File: config.mk
export PLATFORM = sky130hd
export DESIGN_NAME = dtn_device_flat
export DESIGN_NICKNAME = d
export VERILOG_FILES = /design/src/include/dtn_pkg.sv /design/src/include/dtn_link_if.sv /design/src/hdl/dtn_device.sv /design/src/flat_wrapper.sv
export SDC_FILE = /design/constraint.sdc
export NUM_CORES = 1
export LEC_CHECK = 0
export BUFFER_PORTS_ARGS = -buffer_cell sky130_fd_sc_hd__buf_2
export CORE_MARGIN = 2
export CORE_UTILIZATION = 44
export DETAILED_ROUTE_END_ITERATION = 12
export GPL_TIMING_DRIVEN = 1
export PLACE_DENSITY_LB_ADDON = 0.2
export SKIP_CTS_REPAIR_TIMING = 1
export SYNTH_ARGS = -nofsm -noshare
export SYNTH_HDL_FRONTEND = slang
export SYNTH_SLANG_ARGS = --single-unit
File: constraint.sdc
create_clock -name clock_i -period 2.95 [get_ports clock_i]
set_clock_uncertainty 0.1 [all_clocks]
set_input_delay 0.1475 -clock clock_i [delete_from_list [all_inputs] [get_ports clock_i]]
set_output_delay 0.1475 -clock clock_i [all_outputs]
set_load 0.05 [all_outputs]
File: src/include/dtn_pkg.sv
// shared constants for the ds3 nibble payload link, both ends
package dtn_pkg;
	// frame structure
	localparam int DTN_FRAME_BITS  = 4760;   // bits in one ds3 frame
	localparam int DTN_OH_BITS     = 56;     // overhead bits per frame
	localparam int DTN_RUN_BITS    = 84;     // payload bits between two overhead bits
	localparam int DTN_NIB_W       = 4;      // nibble width
	localparam int DTN_FRAME_NIBS  = (DTN_FRAME_BITS - DTN_OH_BITS) / DTN_NIB_W; // 1176
	localparam int DTN_RUN_NIBS    = DTN_RUN_BITS / DTN_NIB_W;                   // 21
	// nibble clock shaping, in bit-clock cycles
	localparam int DTN_SHORT_PER   = 4;      // plain nibble period
	localparam int DTN_LONG_PER    = 5;      // stretched period holding an overhead slot
	localparam int DTN_HIGH_CYC    = 2;      // nibble clock high time
	localparam int DTN_SAMPLE_EDGE = 3;      // bit edge after nibble rise that latches data
	// counter widths and typed limits
	localparam int DTN_IDX_W = 11;
	localparam int DTN_RUN_W = 5;
	localparam int DTN_PH_W  = 3;
	localparam logic [DTN_IDX_W-1:0] DTN_LAST_NIB   = DTN_IDX_W'(DTN_FRAME_NIBS - 1);
	localparam logic [DTN_RUN_W-1:0] DTN_LAST_RUN   = DTN_RUN_W'(DTN_RUN_NIBS - 1);
	localparam logic [DTN_PH_W-1:0]  DTN_PH_SHORT   = DTN_PH_W'(DTN_SHORT_PER - 1);
	localparam logic [DTN_PH_W-1:0]  DTN_PH_LONG    = DTN_PH_W'(DTN_LONG_PER - 1);
	localparam logic [DTN_PH_W-1:0]  DTN_PH_HIGH    = DTN_PH_W'(DTN_HIGH_CYC);
	localparam logic [DTN_PH_W-1:0]  DTN_PH_SAMPLE  = DTN_PH_W'(DTN_SAMPLE_EDGE - 1);
	// register map (byte addresses) and fields
	localparam int DTN_AW = 16;
	localparam logic [DTN_AW-1:0] DTN_ADDR_MODE   = 16'h1100; // framer_mode_control
	localparam logic [DTN_AW-1:0] DTN_ADDR_STATUS = 16'h1104; // link status
	localparam logic [DTN_AW-1:0] DTN_ADDR_FRAMES = 16'h1108; // frame start counter
	localparam logic [7:0]  DTN_MODE_RESET  = 8'h00;
	localparam int          DTN_TREF_LSB    = 0;
	localparam logic [1:0]  DTN_TREF_LOOP   = 2'h0;
	localparam logic [1:0]  DTN_TREF_SLAVE  = 2'h1;
	localparam int          DTN_ST_OVR      = 0;      // sticky fifo overrun, write one clears
	localparam int          DTN_ST_NIBSEL   = 1;      // nibble interface select level
	localparam logic [1:0]  DTN_RESP_OKAY   = 2'h0;
	localparam logic [1:0]  DTN_RESP_SLVERR = 2'h2;
	localparam int          DTN_FIFO_DEPTH  = 4;
endpackage

File: src/include/dtn_link_if.sv
// pin-level link between the framer and the system-side equipment
`timescale 1ns/100ps
interface dtn_link_if;
	logic [3:0] tx_payload_nibble;       // payload nibble, host to device
	logic       tx_nibble_clock_out;     // gapped nibble clock, device to host
	logic       frame_end_pulse;         // high during last nibble of frame
	logic       frame_start_reference;   // frame-slave start pulse, host to device
	logic       overhead_indicator;      // unused in ds3 nibble mode, held low
	logic       nibble_interface_select; // high selects nibble-parallel
	logic       tx_bit_clock_in;         // local bit clock, made by the bench
	logic       line_clock;              // recovered line clock, made by the bench
	logic       recovered_clock_out;     // recovered clock echoed by the device

	modport device (
		input  tx_payload_nibble, frame_start_reference, nibble_interface_select,
		input  tx_bit_clock_in, line_clock,
		output tx_nibble_clock_out, frame_end_pulse, overhead_indicator,
		output recovered_clock_out
	);
	modport host (
		output tx_payload_nibble, frame_start_reference, nibble_interface_select,
		input  tx_nibble_clock_out, frame_end_pulse, overhead_indicator
	);
endinterface

File: src/hdl/dtn_device.sv
// framer end: nibble clock generator, payload sampler, fifo and axi4-lite registers
`timescale 1ns/100ps

// small flop fifo, storage indexed by pointers
module dtn_fifo
	import dtn_pkg::*;
#(
	parameter int W     = 4,
	parameter int DEPTH = 4
) (
	// clock and reset
	input  wire logic         clock_i,
	input  wire logic         rstn_i,
	input  wire logic         ce_i,
	// fill side
	input  wire logic [W-1:0] in_data_i,
	input  wire logic         in_valid_i,
	output logic              in_ready_o,
	// drain side
	output logic [W-1:0]      out_data_o,
	output logic              out_valid_o,
	input  wire logic         out_ready_i
);
	localparam int PW = $clog2(DEPTH);
	logic [W-1:0]  mem_q [DEPTH];          // storage
	logic [PW-1:0] wr_q, wr_d, rd_q, rd_d; // pointers
	logic [PW:0]   cnt_q, cnt_d;           // fill level
	logic          push, pop;

	// pointer and level update
	always_comb begin
		push  = in_valid_i & (cnt_q != (PW+1)'(DEPTH));
		pop   = out_ready_i & (cnt_q != '0);
		wr_d  = push ? ((wr_q == PW'(DEPTH-1)) ? '0 : wr_q + 1'b1) : wr_q;
		rd_d  = pop ? ((rd_q == PW'(DEPTH-1)) ? '0 : rd_q + 1'b1) : rd_q;
		cnt_d = cnt_q + (PW+1)'(push) - (PW+1)'(pop);
	end

	always_ff @(posedge clock_i or negedge rstn_i) begin
		if (!rstn_i) begin
			wr_q  <= '0;
			rd_q  <= '0;
			cnt_q <= '0;
		end else if (ce_i) begin
			wr_q  <= wr_d;
			rd_q  <= rd_d;
			cnt_q <= cnt_d;
			if (push) begin
				mem_q[wr_q] <= in_data_i;
			end
		end
	end

	// honest flags straight from the level
	assign in_ready_o  = (cnt_q != (PW+1)'(DEPTH));
	assign out_valid_o = (cnt_q != '0);
	assign out_data_o  = mem_q[rd_q];
endmodule

module dtn_device
	import dtn_pkg::*;
(
	// clock, reset, freeze
	input  wire logic          clock_i,
	input  wire logic          rstn_i,
	input  wire logic          ce_i,
	// link pins
	dtn_link_if.device         link,
	// axi4-lite slave
	input  wire logic [15:0]   s_axi_awaddr,
	input  wire logic          s_axi_awvalid,
	output logic               s_axi_awready,
	input  wire logic [31:0]   s_axi_wdata,
	input  wire logic [3:0]    s_axi_wstrb,
	input  wire logic          s_axi_wvalid,
	output logic               s_axi_wready,
	output logic [1:0]         s_axi_bresp,
	output logic               s_axi_bvalid,
	input  wire logic          s_axi_bready,
	input  wire logic [15:0]   s_axi_araddr,
	input  wire logic          s_axi_arvalid,
	output logic               s_axi_arready,
	output logic [31:0]        s_axi_rdata,
	output logic [1:0]         s_axi_rresp,
	output logic               s_axi_rvalid,
	input  wire logic          s_axi_rready,
	// payload stream to the framer core
	output logic [3:0]         payload_o,
	output logic               payload_valid_o,
	input  wire logic          payload_ready_i
);
	// pin synchronisers: stage one feeds stage two only
	logic [3:0] nib_s1_q, nib_s2_q;     // payload nibble
	logic       ref_s1_q, ref_s2_q, ref_s3_q; // frame reference, s3 for edge
	logic       sel_s1_q, sel_s2_q;     // nibble interface select
	logic       txc_s1_q, txc_s2_q;     // local bit clock
	logic       lnc_s1_q, lnc_s2_q;     // recovered line clock
	logic       bitc_prev_q;            // chosen bit clock, one sample late

	// link state
	logic [DTN_PH_W-1:0]  ph_q, ph_d;     // bit cycle inside nibble period
	logic [DTN_IDX_W-1:0] idx_q, idx_d;   // nibble index in frame
	logic [DTN_RUN_W-1:0] run_q, run_d;   // nibble index in payload run
	logic                 nclk_q, nclk_d; // nibble clock pin
	logic                 fend_q, fend_d; // frame end pin
	logic                 rclk_q;         // recovered clock pin
	logic                 ovr_q, ovr_d;   // sticky overrun
	logic [15:0]          frames_q, frames_d;
	logic                 bit_tick, ref_rise, sample, fifo_rdy, ovr_clr, slave, bitc;

	// register state
	logic [7:0]  mode_q, mode_d;
	logic        awr_q, awr_d, wr_q, wr_d, bv_q, bv_d, arr_q, arr_d, rv_q, rv_d;
	logic        awh_q, awh_d, wh_q, wh_d;
	logic [15:0] awa_q, awa_d;
	logic [7:0]  wd_q, wd_d;
	logic        ws_q, ws_d;
	logic [1:0]  br_q, br_d, rr_q, rr_d;
	logic [31:0] rd_q, rd_d;

	// timing source pick: frame-slave uses the local clock, every other setting the recovered clock
	assign slave = (mode_q[DTN_TREF_LSB +: 2] == DTN_TREF_SLAVE);
	assign bitc  = slave ? txc_s2_q : lnc_s2_q;
	assign bit_tick = bitc & ~bitc_prev_q;
	assign ref_rise = slave & ref_s2_q & ~ref_s3_q;
	// latch on the third bit edge after the nibble clock rose
	assign sample   = bit_tick & sel_s2_q & (ph_q == DTN_PH_SAMPLE);

	// synchronisers and pin echo
	always_ff @(posedge clock_i or negedge rstn_i) begin
		if (!rstn_i) begin
			{nib_s1_q, nib_s2_q} <= 8'h00;
			{ref_s1_q, ref_s2_q, ref_s3_q} <= 3'h0;
			{sel_s1_q, sel_s2_q, txc_s1_q, txc_s2_q} <= 4'h0;
			{lnc_s1_q, lnc_s2_q, bitc_prev_q, rclk_q} <= 4'h0;
		end else if (ce_i) begin
			nib_s1_q    <= link.tx_payload_nibble;
			nib_s2_q    <= nib_s1_q;
			ref_s1_q    <= link.frame_start_reference;
			ref_s2_q    <= ref_s1_q;
			ref_s3_q    <= ref_s2_q;
			sel_s1_q    <= link.nibble_interface_select;
			sel_s2_q    <= sel_s1_q;
			txc_s1_q    <= link.tx_bit_clock_in;
			txc_s2_q    <= txc_s1_q;
			lnc_s1_q    <= link.line_clock;
			lnc_s2_q    <= lnc_s1_q;
			bitc_prev_q <= bitc;
			rclk_q      <= lnc_s2_q;
		end
	end

	// nibble clock generator and frame counters
	always_comb begin
		ph_d     = ph_q;
		idx_d    = idx_q;
		run_d    = run_q;
		frames_d = frames_q;
		// serial mode is not served here: hold the generator at a period start
		if (!sel_s2_q) begin
			ph_d  = '0;
			idx_d = '0;
			run_d = '0;
		end else if (bit_tick) begin
			// last nibble of each 84-bit run is stretched over the overhead slot
			if (ph_q == ((run_q == DTN_LAST_RUN) ? DTN_PH_LONG : DTN_PH_SHORT)) begin
				ph_d  = '0;
				run_d = (run_q == DTN_LAST_RUN) ? '0 : run_q + 1'b1;
				idx_d = (idx_q == DTN_LAST_NIB) ? '0 : idx_q + 1'b1;
				if (idx_q == DTN_LAST_NIB) begin
					frames_d = frames_q + 16'h0001;
				end
			end else begin
				ph_d = ph_q + 1'b1;
			end
		end
		// reference edge wins: the current nibble becomes the first of a frame
		if (sel_s2_q && ref_rise) begin
			idx_d    = '0;
			run_d    = '0;
			frames_d = frames_q + 16'h0001;
		end
		nclk_d = sel_s2_q & (ph_d < DTN_PH_HIGH);
		fend_d = sel_s2_q & (idx_d == DTN_LAST_NIB);
		// overrun sets even in the cycle software clears it
		ovr_d  = (ovr_q & ~ovr_clr) | (sample & ~fifo_rdy);
	end

	always_ff @(posedge clock_i or negedge rstn_i) begin
		if (!rstn_i) begin
			ph_q     <= '0;
			idx_q    <= '0;
			run_q    <= '0;
			nclk_q   <= 1'b0;
			fend_q   <= 1'b0;
			ovr_q    <= 1'b0;
			frames_q <= 16'h0000;
		end else if (ce_i) begin
			ph_q     <= ph_d;
			idx_q    <= idx_d;
			run_q    <= run_d;
			nclk_q   <= nclk_d;
			fend_q   <= fend_d;
			ovr_q    <= ovr_d;
			frames_q <= frames_d;
		end
	end

	// sampled nibbles are payload only; overhead is made inside the framer
	dtn_fifo #(.W(DTN_NIB_W), .DEPTH(DTN_FIFO_DEPTH)) u_fifo (
		.clock_i     (clock_i),
		.rstn_i      (rstn_i),
		.ce_i        (ce_i),
		.in_data_i   (nib_s2_q),
		.in_valid_i  (sample),
		.in_ready_o  (fifo_rdy),
		.out_data_o  (payload_o),
		.out_valid_o (payload_valid_o),
		.out_ready_i (payload_ready_i)
	);

	// link pins straight from flops; overhead indicator has no meaning here
	assign link.tx_nibble_clock_out = nclk_q;
	assign link.frame_end_pulse     = fend_q;
	assign link.overhead_indicator  = 1'b0 & ovr_q;
	assign link.recovered_clock_out = rclk_q;

	// axi4-lite: address and data taken in either order, one answer each
	always_comb begin
		mode_d  = mode_q;
		awh_d   = awh_q;
		awa_d   = awa_q;
		wh_d    = wh_q;
		wd_d    = wd_q;
		ws_d    = ws_q;
		bv_d    = bv_q & ~s_axi_bready;
		br_d    = br_q;
		rv_d    = rv_q & ~s_axi_rready;
		rd_d    = rd_q;
		rr_d    = rr_q;
		ovr_clr = 1'b0;
		if (s_axi_awvalid && awr_q) begin
			awh_d = 1'b1;
			awa_d = s_axi_awaddr;
		end
		if (s_axi_wvalid && wr_q) begin
			wh_d = 1'b1;
			wd_d = s_axi_wdata[7:0];
			ws_d = s_axi_wstrb[0];
		end
		// write completes once both halves are held and no answer is pending
		if (awh_q && wh_q && !bv_q) begin
			awh_d = 1'b0;
			wh_d  = 1'b0;
			bv_d  = 1'b1;
			br_d  = DTN_RESP_OKAY;
			if (awa_q == DTN_ADDR_MODE) begin
				if (ws_q) begin
					mode_d = wd_q;
				end
			end else if (awa_q == DTN_ADDR_STATUS) begin
				ovr_clr = ws_q & wd_q[DTN_ST_OVR];
			end else if (awa_q == DTN_ADDR_FRAMES) begin
				br_d = DTN_RESP_OKAY; // read-only, write ignored
			end else begin
				br_d = DTN_RESP_SLVERR;
			end
		end
		// read decode
		if (s_axi_arvalid && arr_q) begin
			rv_d = 1'b1;
			rr_d = DTN_RESP_OKAY;
			if (s_axi_araddr == DTN_ADDR_MODE) begin
				rd_d = {24'h000000, mode_q};
			end else if (s_axi_araddr == DTN_ADDR_STATUS) begin
				rd_d = 32'h00000000;
				rd_d[DTN_ST_OVR]    = ovr_q;
				rd_d[DTN_ST_NIBSEL] = sel_s2_q;
			end else if (s_axi_araddr == DTN_ADDR_FRAMES) begin
				rd_d = {16'h0000, frames_q};
			end else begin
				rd_d = 32'h00000000;
				rr_d = DTN_RESP_SLVERR;
			end
		end
		awr_d = ~awh_d & ~bv_d;
		wr_d  = ~wh_d & ~bv_d;
		arr_d = ~rv_d;
	end

	always_ff @(posedge clock_i or negedge rstn_i) begin
		if (!rstn_i) begin
			mode_q <= DTN_MODE_RESET;
			{awr_q, wr_q, arr_q, bv_q, rv_q, awh_q, wh_q, ws_q} <= 8'h00;
			awa_q  <= 16'h0000;
			wd_q   <= 8'h00;
			br_q   <= 2'h0;
			rr_q   <= 2'h0;
			rd_q   <= 32'h00000000;
		end else if (ce_i) begin
			mode_q <= mode_d;
			awr_q  <= awr_d;
			wr_q   <= wr_d;
			arr_q  <= arr_d;
			bv_q   <= bv_d;
			rv_q   <= rv_d;
			awh_q  <= awh_d;
			wh_q   <= wh_d;
			ws_q   <= ws_d;
			awa_q  <= awa_d;
			wd_q   <= wd_d;
			br_q   <= br_d;
			rr_q   <= rr_d;
			rd_q   <= rd_d;
		end
	end

	assign s_axi_awready = awr_q;
	assign s_axi_wready  = wr_q;
	assign s_axi_bvalid  = bv_q;
	assign s_axi_bresp   = br_q;
	assign s_axi_arready = arr_q;
	assign s_axi_rvalid  = rv_q;
	assign s_axi_rdata   = rd_q;
	assign s_axi_rresp   = rr_q;
endmodule

File: src/flat_wrapper.sv
// flat-port wrapper written by rule: the top's interface ports become plain ports
module dtn_device_flat import dtn_pkg::*;
  (clock_i, rstn_i, ce_i, s_axi_awaddr, s_axi_awvalid, s_axi_awready, s_axi_wdata, s_axi_wstrb, s_axi_wvalid, s_axi_wready, s_axi_bresp, s_axi_bvalid, s_axi_bready, s_axi_araddr, s_axi_arvalid, s_axi_arready, s_axi_rdata, s_axi_rresp, s_axi_rvalid, s_axi_rready, payload_o, payload_valid_o, payload_ready_i, link_tx_payload_nibble, link_frame_start_reference, link_nibble_interface_select, link_tx_bit_clock_in, link_line_clock, link_tx_nibble_clock_out, link_frame_end_pulse, link_overhead_indicator, link_recovered_clock_out);
  dtn_link_if link_i ();
  input  wire logic clock_i;
  input  wire logic rstn_i;
  input  wire logic ce_i;
  input  wire logic [15:0] s_axi_awaddr;
  input  wire logic s_axi_awvalid;
  output logic s_axi_awready;
  input  wire logic [31:0] s_axi_wdata;
  input  wire logic [3:0] s_axi_wstrb;
  input  wire logic s_axi_wvalid;
  output logic s_axi_wready;
  output logic [1:0] s_axi_bresp;
  output logic s_axi_bvalid;
  input  wire logic s_axi_bready;
  input  wire logic [15:0] s_axi_araddr;
  input  wire logic s_axi_arvalid;
  output logic s_axi_arready;
  output logic [31:0] s_axi_rdata;
  output logic [1:0] s_axi_rresp;
  output logic s_axi_rvalid;
  input  wire logic s_axi_rready;
  output logic [3:0] payload_o;
  output logic payload_valid_o;
  input  wire logic payload_ready_i;
  input wire logic [$bits(link_i.tx_payload_nibble)-1:0] link_tx_payload_nibble;
  input wire logic [$bits(link_i.frame_start_reference)-1:0] link_frame_start_reference;
  input wire logic [$bits(link_i.nibble_interface_select)-1:0] link_nibble_interface_select;
  input wire logic [$bits(link_i.tx_bit_clock_in)-1:0] link_tx_bit_clock_in;
  input wire logic [$bits(link_i.line_clock)-1:0] link_line_clock;
  output wire logic [$bits(link_i.tx_nibble_clock_out)-1:0] link_tx_nibble_clock_out;
  output wire logic [$bits(link_i.frame_end_pulse)-1:0] link_frame_end_pulse;
  output wire logic [$bits(link_i.overhead_indicator)-1:0] link_overhead_indicator;
  output wire logic [$bits(link_i.recovered_clock_out)-1:0] link_recovered_clock_out;
  assign link_i.tx_payload_nibble = link_tx_payload_nibble;
  assign link_i.frame_start_reference = link_frame_start_reference;
  assign link_i.nibble_interface_select = link_nibble_interface_select;
  assign link_i.tx_bit_clock_in = link_tx_bit_clock_in;
  assign link_i.line_clock = link_line_clock;
  assign link_tx_nibble_clock_out = link_i.tx_nibble_clock_out;
  assign link_frame_end_pulse = link_i.frame_end_pulse;
  assign link_overhead_indicator = link_i.overhead_indicator;
  assign link_recovered_clock_out = link_i.recovered_clock_out;
  dtn_device u_core (.clock_i(clock_i), .rstn_i(rstn_i), .ce_i(ce_i), .link(link_i), .s_axi_awaddr(s_axi_awaddr), .s_axi_awvalid(s_axi_awvalid), .s_axi_awready(s_axi_awready), .s_axi_wdata(s_axi_wdata), .s_axi_wstrb(s_axi_wstrb), .s_axi_wvalid(s_axi_wvalid), .s_axi_wready(s_axi_wready), .s_axi_bresp(s_axi_bresp), .s_axi_bvalid(s_axi_bvalid), .s_axi_bready(s_axi_bready), .s_axi_araddr(s_axi_araddr), .s_axi_arvalid(s_axi_arvalid), .s_axi_arready(s_axi_arready), .s_axi_rdata(s_axi_rdata), .s_axi_rresp(s_axi_rresp), .s_axi_rvalid(s_axi_rvalid), .s_axi_rready(s_axi_rready), .payload_o(payload_o), .payload_valid_o(payload_valid_o), .payload_ready_i(payload_ready_i));
endmodule
## Word level (Yosys, flattened, before mapping)

Memory sizes are Yosys's and may differ from the RTL's.
Cells that the tools add are included.

- Reduce and logical (&&, ||, !) cells: 22
- Mux-type cells: 43
- Equality and inequality tests: 17
- Add/subtract/negate cells: 8
- Magnitude comparators: 1
- Bitwise logic cells: 27

Operator list:

| cell | count |
|---|---|
| $eq 16x13->1 const B | 6 |
| $mux 16 | 6 |
| $mux 32 | 2 |
| $mux 11 | 5 |
| $mux 5 | 5 |
| $eq 11x11->1 const B | 2 |
| $add 16x1->16 const B | 1 |
| $and 1x1->1 | 16 |
| $mux 2 | 8 |
| $mux 1 | 13 |
| $mux 3 | 4 |
| $reduce_and 2->1 | 6 |
| $add 11x1->11 const B | 1 |
| $not 1->1 | 10 |
| $ne 3x3->1 const B | 3 |
| $reduce_bool 2->1 | 4 |
| $logic_and 1x1->1 | 7 |
| $add 5x1->5 const B | 1 |
| $eq 5x5->1 const B | 1 |
| $reduce_and 5->1 | 1 |
| $add 2x1->2 const B | 2 |
| $eq 2x2->1 const B | 2 |
| $reduce_and 4->1 | 1 |
| $add 3x1->3 | 1 |
| 10 further kinds | 10 |

- Output and inout port bits: 50
- Memories: 1
- Input port bits: 85
- Register bits after elaboration: 140
- Word-level logic and storage cells: 156
- Memory bits (writable): 16

Memories:

| name | depth | width | read ports | clocked after memory_dff | wr ports | line | source |
|---|---|---|---|---|---|---|---|
| u_core.u_fifo.mem_q | 4 | 4 | 1 | 0 | 1 | dtn_device.sv:25 | `logic [W-1:0] mem_q [DEPTH];` |

## Logic depth before layout (Yosys ltp)

- Depth in word-level cells: 10
- Gate-level depth with buffers: 12

## Cells and area by module

Synthesis repeated with hierarchy kept, for this count alone.

- Cell total of the unflattened synthesis: 532
- Area, all modules: 6,459.9 µm²

Modules (own cells, without submodules):

| module | times used | area each (µm²) | sequential area each (µm²) | cells each |
|---|---|---|---|---|
| dtn_device | 1 | 5,401.4 | 2,877.8 | 469 |
| dtn_fifo | 1 | 1,058.5 | 655.6 | 63 |

## Worst setup path before layout

Ideal clock, no wire load.

- Path kind: reg-to-reg
- Start: register u_core.u_fifo.cnt_q[1]
- End: register u_core.u_fifo.cnt_q[2]
- Setup slack: 0.273 ns
- Path buffers: 0
- Data arrival time: 2.454 ns
- Clock period less this slack: 2.677 ns
- Library setup time: 0.123 ns
- Stages on the path, launching flop included: 10
- Cell sequence: dfrtp_1 or3_1 and2_1 ha_1 inv_1 ha_1 fa_1 xnor2_1 nand2_1 xnor2_1

- Elaborated cells on any way between the ends: 6
- Those cells by class: 2 x add/sub; 1 x eq/ne; 2 x bitwise; 1 x reduce/logical

RTL lines:

| item | line | source |
|---|---|---|
| start: declaration | dtn_device.sv:27 | `logic [PW:0] cnt_q, cnt_d;` |
| start signal: assignment | dtn_device.sv:47 | `cnt_q <= cnt_d;` |
| $reduce_bool 3->1 | n/a |  |
| named net payload_valid_o | flat_wrapper.sv:26 | `output logic payload_valid_o;` |
| $and 1x1->1 | dtn_device.sv:33 | `pop = out_ready_i & (cnt_q != '0);` |
| $sub 3x1->3 | dtn_device.sv:36 | `cnt_d = cnt_q + (PW+1)'(push) - (PW+1)'(pop);` |

The timed path passes the listed nets, and every way through them passes these cells.
A chain may end at the register's enable or synchronous reset.

## Worst setup path in the final report

- Start: register u_core.ph_q[0]
- End: register u_core.frames_q[15]

- Word-level cells in the longest chain between the ends: 3

Ends and longest elaborated chain:

| item | line | source |
|---|---|---|
| start: declaration | dtn_device.sv:101 | `logic [DTN_PH_W-1:0] ph_q, ph_d;` |
| start signal: assignment | dtn_device.sv:199 | `ph_q <= ph_d;` |
| $eq 3x3->1 | dtn_device.sv:166 | `if (ph_q == ((run_q == DTN_LAST_RUN) ? DTN_PH_LONG : DTN_PH_SHORT)) begin` |
| $reduce_bool 2->1 (no line) | n/a |  |
| $reduce_and 5->1 (no line) | n/a |  |
| end signal: assignment | dtn_device.sv:205 | `frames_q <= frames_d;` |
| end: declaration | dtn_device.sv:108 | `logic [15:0] frames_q, frames_d;` |

Every way passes these cells.

==> metrics <==
outcome=finished with violations; failing checks=hold timing; crit path cell chain=or3b_1 -> mux2_4 -> or3_4 -> a21oi_4 -> and3_1 -> nand4_1 -> xnor2_1; top post-synthesis cells by count=dfrtp_1 (122), mux2_2 (56), nand2_1 (48); Worst Max-Slew Pin Slew=704 ps; largest net degree at the start of global routing=57; Inserted Diodes=0; routed wire length=13900 um; register area share after synthesis=54.2%; fin. max-slew vios=0; Total GRT Usage=18.3%; kind of end point of the critical path=register; crit start category=register; Mapped Cells=567; Hold Path Sink=u_core.s_axi_rresp[1]$_DFFE_PN0P_; Top FF cell, synth=dfrtp_1; share of the synthesized area in the top cell type=46.8%; main area contributors after synthesis=dfrtp_1 (47%), mux2_2 (9.7%), edfxtp_1 (7.4%), nand2_1 (2.8%), o21ai_0 (2.5%); max_cap viols=0; FF+latch count, synth=138; DRC viols=0; Setup CP Type=reg2reg; WL per Instance=15.4 um; clock-pin slew on the worst setup and hold paths=60 ps; Syn Area/Cell=11.5 um^2; post-synth cell types=62; Worst path slowest cell=dfrtp_1; GPL Wtd Cong=0.905; CP max stage delay=450 ps; Area growth syn-to-layout=24.3%; vias in the first global route=4597; worst hold path type=in2reg; Clk Tree Root Cell=clkbuf_16; Starting Density=45.0%; WHS Path Cells=3; leakage power=3.68 nW; final setup violation count=0; # rows=44; CTS sink count=138; Die Y=126 um; R2R Path Start=u_core.ph_q[0]$_DFFE_PN0P_; final core utilization=56.0%; worst endpoint data arrival time=2920 ps; FMAX=370 MHz; Fin Setup TNS=0 ps; worst skew pair latency=420 ps; number of I/O pins=135; core area=0.0145 mm^2; layout cells sized above 1=27.7%; Cell Area, Placed=0.00716 mm^2; most frequent cell after synthesis=dfrtp_1; gr ovfl total=0; RSZ-0062 raised after global routing=no; power per cell area=705 mW/mm^2; number of synthesized flops with an enable pin=16; DP HPWL=9620 um; Worst setup startpoint=u_core.ph_q[0]$_DFFE_PN0P_; Post-synth ARST share=88.4%; antenna violations before repair=0; Die ar.=0.0158 mm^2; Min Hold Slack=-11.2 ps; Vias/cell=5.22; DRT antenna net count=0; Tmin final=2710 ps; vias=4712; Final nets=805; Yosys warning count=0; drt pass-1 iters=5; clock tree buffer depth=2; CTS tree=yes; R2R setup slack=240 ps; worst vdd ir=0.470 mV; R2R depth=7; post-route cell area=0.00810 mm^2; Port Buffers=88; DRT iter0 DRCs=153; first-pass GRT wire length=23000 um; HP Start=s_axi_araddr[2]; RR Endpoint=u_core.frames_q[15]$_DFFE_PN0P_; crit share post-route=91.7%; Post-Syn Area=0.00652 mm^2; largest area contributor in the netlist=dfrtp_1; DIE WIDTH=126 um; final hold violations=1; htree depth=4; Worst Path Max Fanout=8; Req. time, crit path=3160 ps; TritonCTS Buffers=17; relative slew slack=53.1%
-- layout make-up --
type | instances | area [um^2]
flip-flops and latches | 138 | 3530
well taps | 184 | 230
inverters | 22 | 82.6
multi-input cells | 387 | 2750
fillers | 1238 | 6380
clock inverters | 9 | 115
clock buffers | 22 | 464
repair buffers | 140 | 923
-- cells in the final DEF (no fill, tap or decap), types with 3 or more instances in the layout --
cell / instances
a211oi_1: 4
a21oi_1: 14
a22o_1: 12
and2_1: 7
and3_1: 6
buf_2: 87
buf_4: 17
clkbuf_1: 3
clkbuf_16: 17
conb_1: 19
dfrtp_1: 122
dlygate4sd3_1: 36
edfxtp_1: 16
ha_1: 13
inv_1: 22
mux2_2: 56
mux2i_1: 11
mux4_2: 4
nand2_1: 48
nand2b_1: 3
nand3_1: 25
nand3b_1: 3
nand4_1: 9
nor2_1: 28
nor2b_1: 8
nor3_1: 10
nor4_1: 5
nor4b_1: 5
o21ai_0: 33
o31ai_1: 6
xnor2_1: 13
xor2_1: 4
-- cells by family (layout without fill, tap and decap cells) --
| group | Yosys count | after routing | share of synthesized area, % |
|---|---|---|---|
| multiplexers | 72 | 72 | 13.0 |
| buffers and inverters | 60 | 193 | 4.61 |
| AO/OA/AOI/OAI | 94 | 94 | 9.67 |
| XOR/XNOR | 17 | 17 | 2.28 |
| adder cells (fa/ha/maj) | 14 | 14 | 2.80 |
| AND/OR/NAND/NOR | 171 | 171 | 13.4 |
| other | 1 | 19 | 0.0575 |
| flip-flops | 138 | 138 | 54.2 |
-- power breakdown --
part / total (mW) / internal, mW / switching [mW]
registers: 2.47 / 2.24 / 0.235
clock network: 2.09 / 1.29 / 0.799
logic: 1.15 / 0.493 / 0.655
total: 5.71 / 4.02 / 1.69
-- through the flow --
step | cells | hold WS [ps] | power, mW | worst slack (ps)
global placement | 835 | 2.79 | 3.57 | 282
detailed placement | 835 | 13.6 | 3.63 | 257
global route | 902 | 7.62 | 6.01 | 118
floorplan | 585 | -248 | 3.33 | 273
finish | 902 | -11.2 | 5.71 | 244
CTS | 866 | -443 | 5.74 | 255
-- flip-flops by register name, indices dropped and copies added, names as in the netlist, 2 cells and up --
name,count
u_core.run_q,5
u_core.s_axi_rdata,16
u_core.idx_q,11
u_core.u_fifo.rd_q,2
u_core.ph_q,3
u_core.mode_q,8
u_core.frames_q,16
u_core.awa_q,16
u_core.nib_s2_q,4
u_core.u_fifo.cnt_q,3
u_core.wd_q,8
u_core.u_fifo.mem_q,16
u_core.nib_s1_q,4
u_core.u_fifo.wr_q,2
-- layer usage --
| layer | track usage (%) | share of wire, % | up-vias |
|---|---|---|---|
| li1 | - | - | 2286 |
| met1 | 24.7 | 46 | 2290 |
| met2 | 28.3 | 48 | 120 |
| met4 | 5.88 | 1.3 | 0 |
| met5 | 0 | 0 | - |
| met3 | 5.86 | 4.7 | 16 |
-- how the worst max path moves through the flow --
| stage | cells past startpoint | to | slack, ps |
|---|---|---|---|
| floorplan | 9 | u_core.u_fifo.cnt_q[2]$_DFFE_PN0P_ | 270 |
| global placement | 7 | u_core.frames_q[15]$_DFFE_PN0P_ | 280 |
| detailed placement | 7 | u_core.frames_q[15]$_DFFE_PN0P_ | 260 |
| CTS | 7 | u_core.frames_q[15]$_DFFE_PN0P_ | 260 |
| global route | 7 | u_core.frames_q[7]$_DFFE_PN0P_ | 120 |
| finish | 7 | u_core.frames_q[15]$_DFFE_PN0P_ | 240 |
-- critical path, delay by kind of cell (launching register included) --
family          cells  cell delay (ps)
simple gates        4             1310
flops               1              450
mux                 1              330
compound gates      1              280
xor+xnor            1              140
Power figures use the tool's default switching activity.
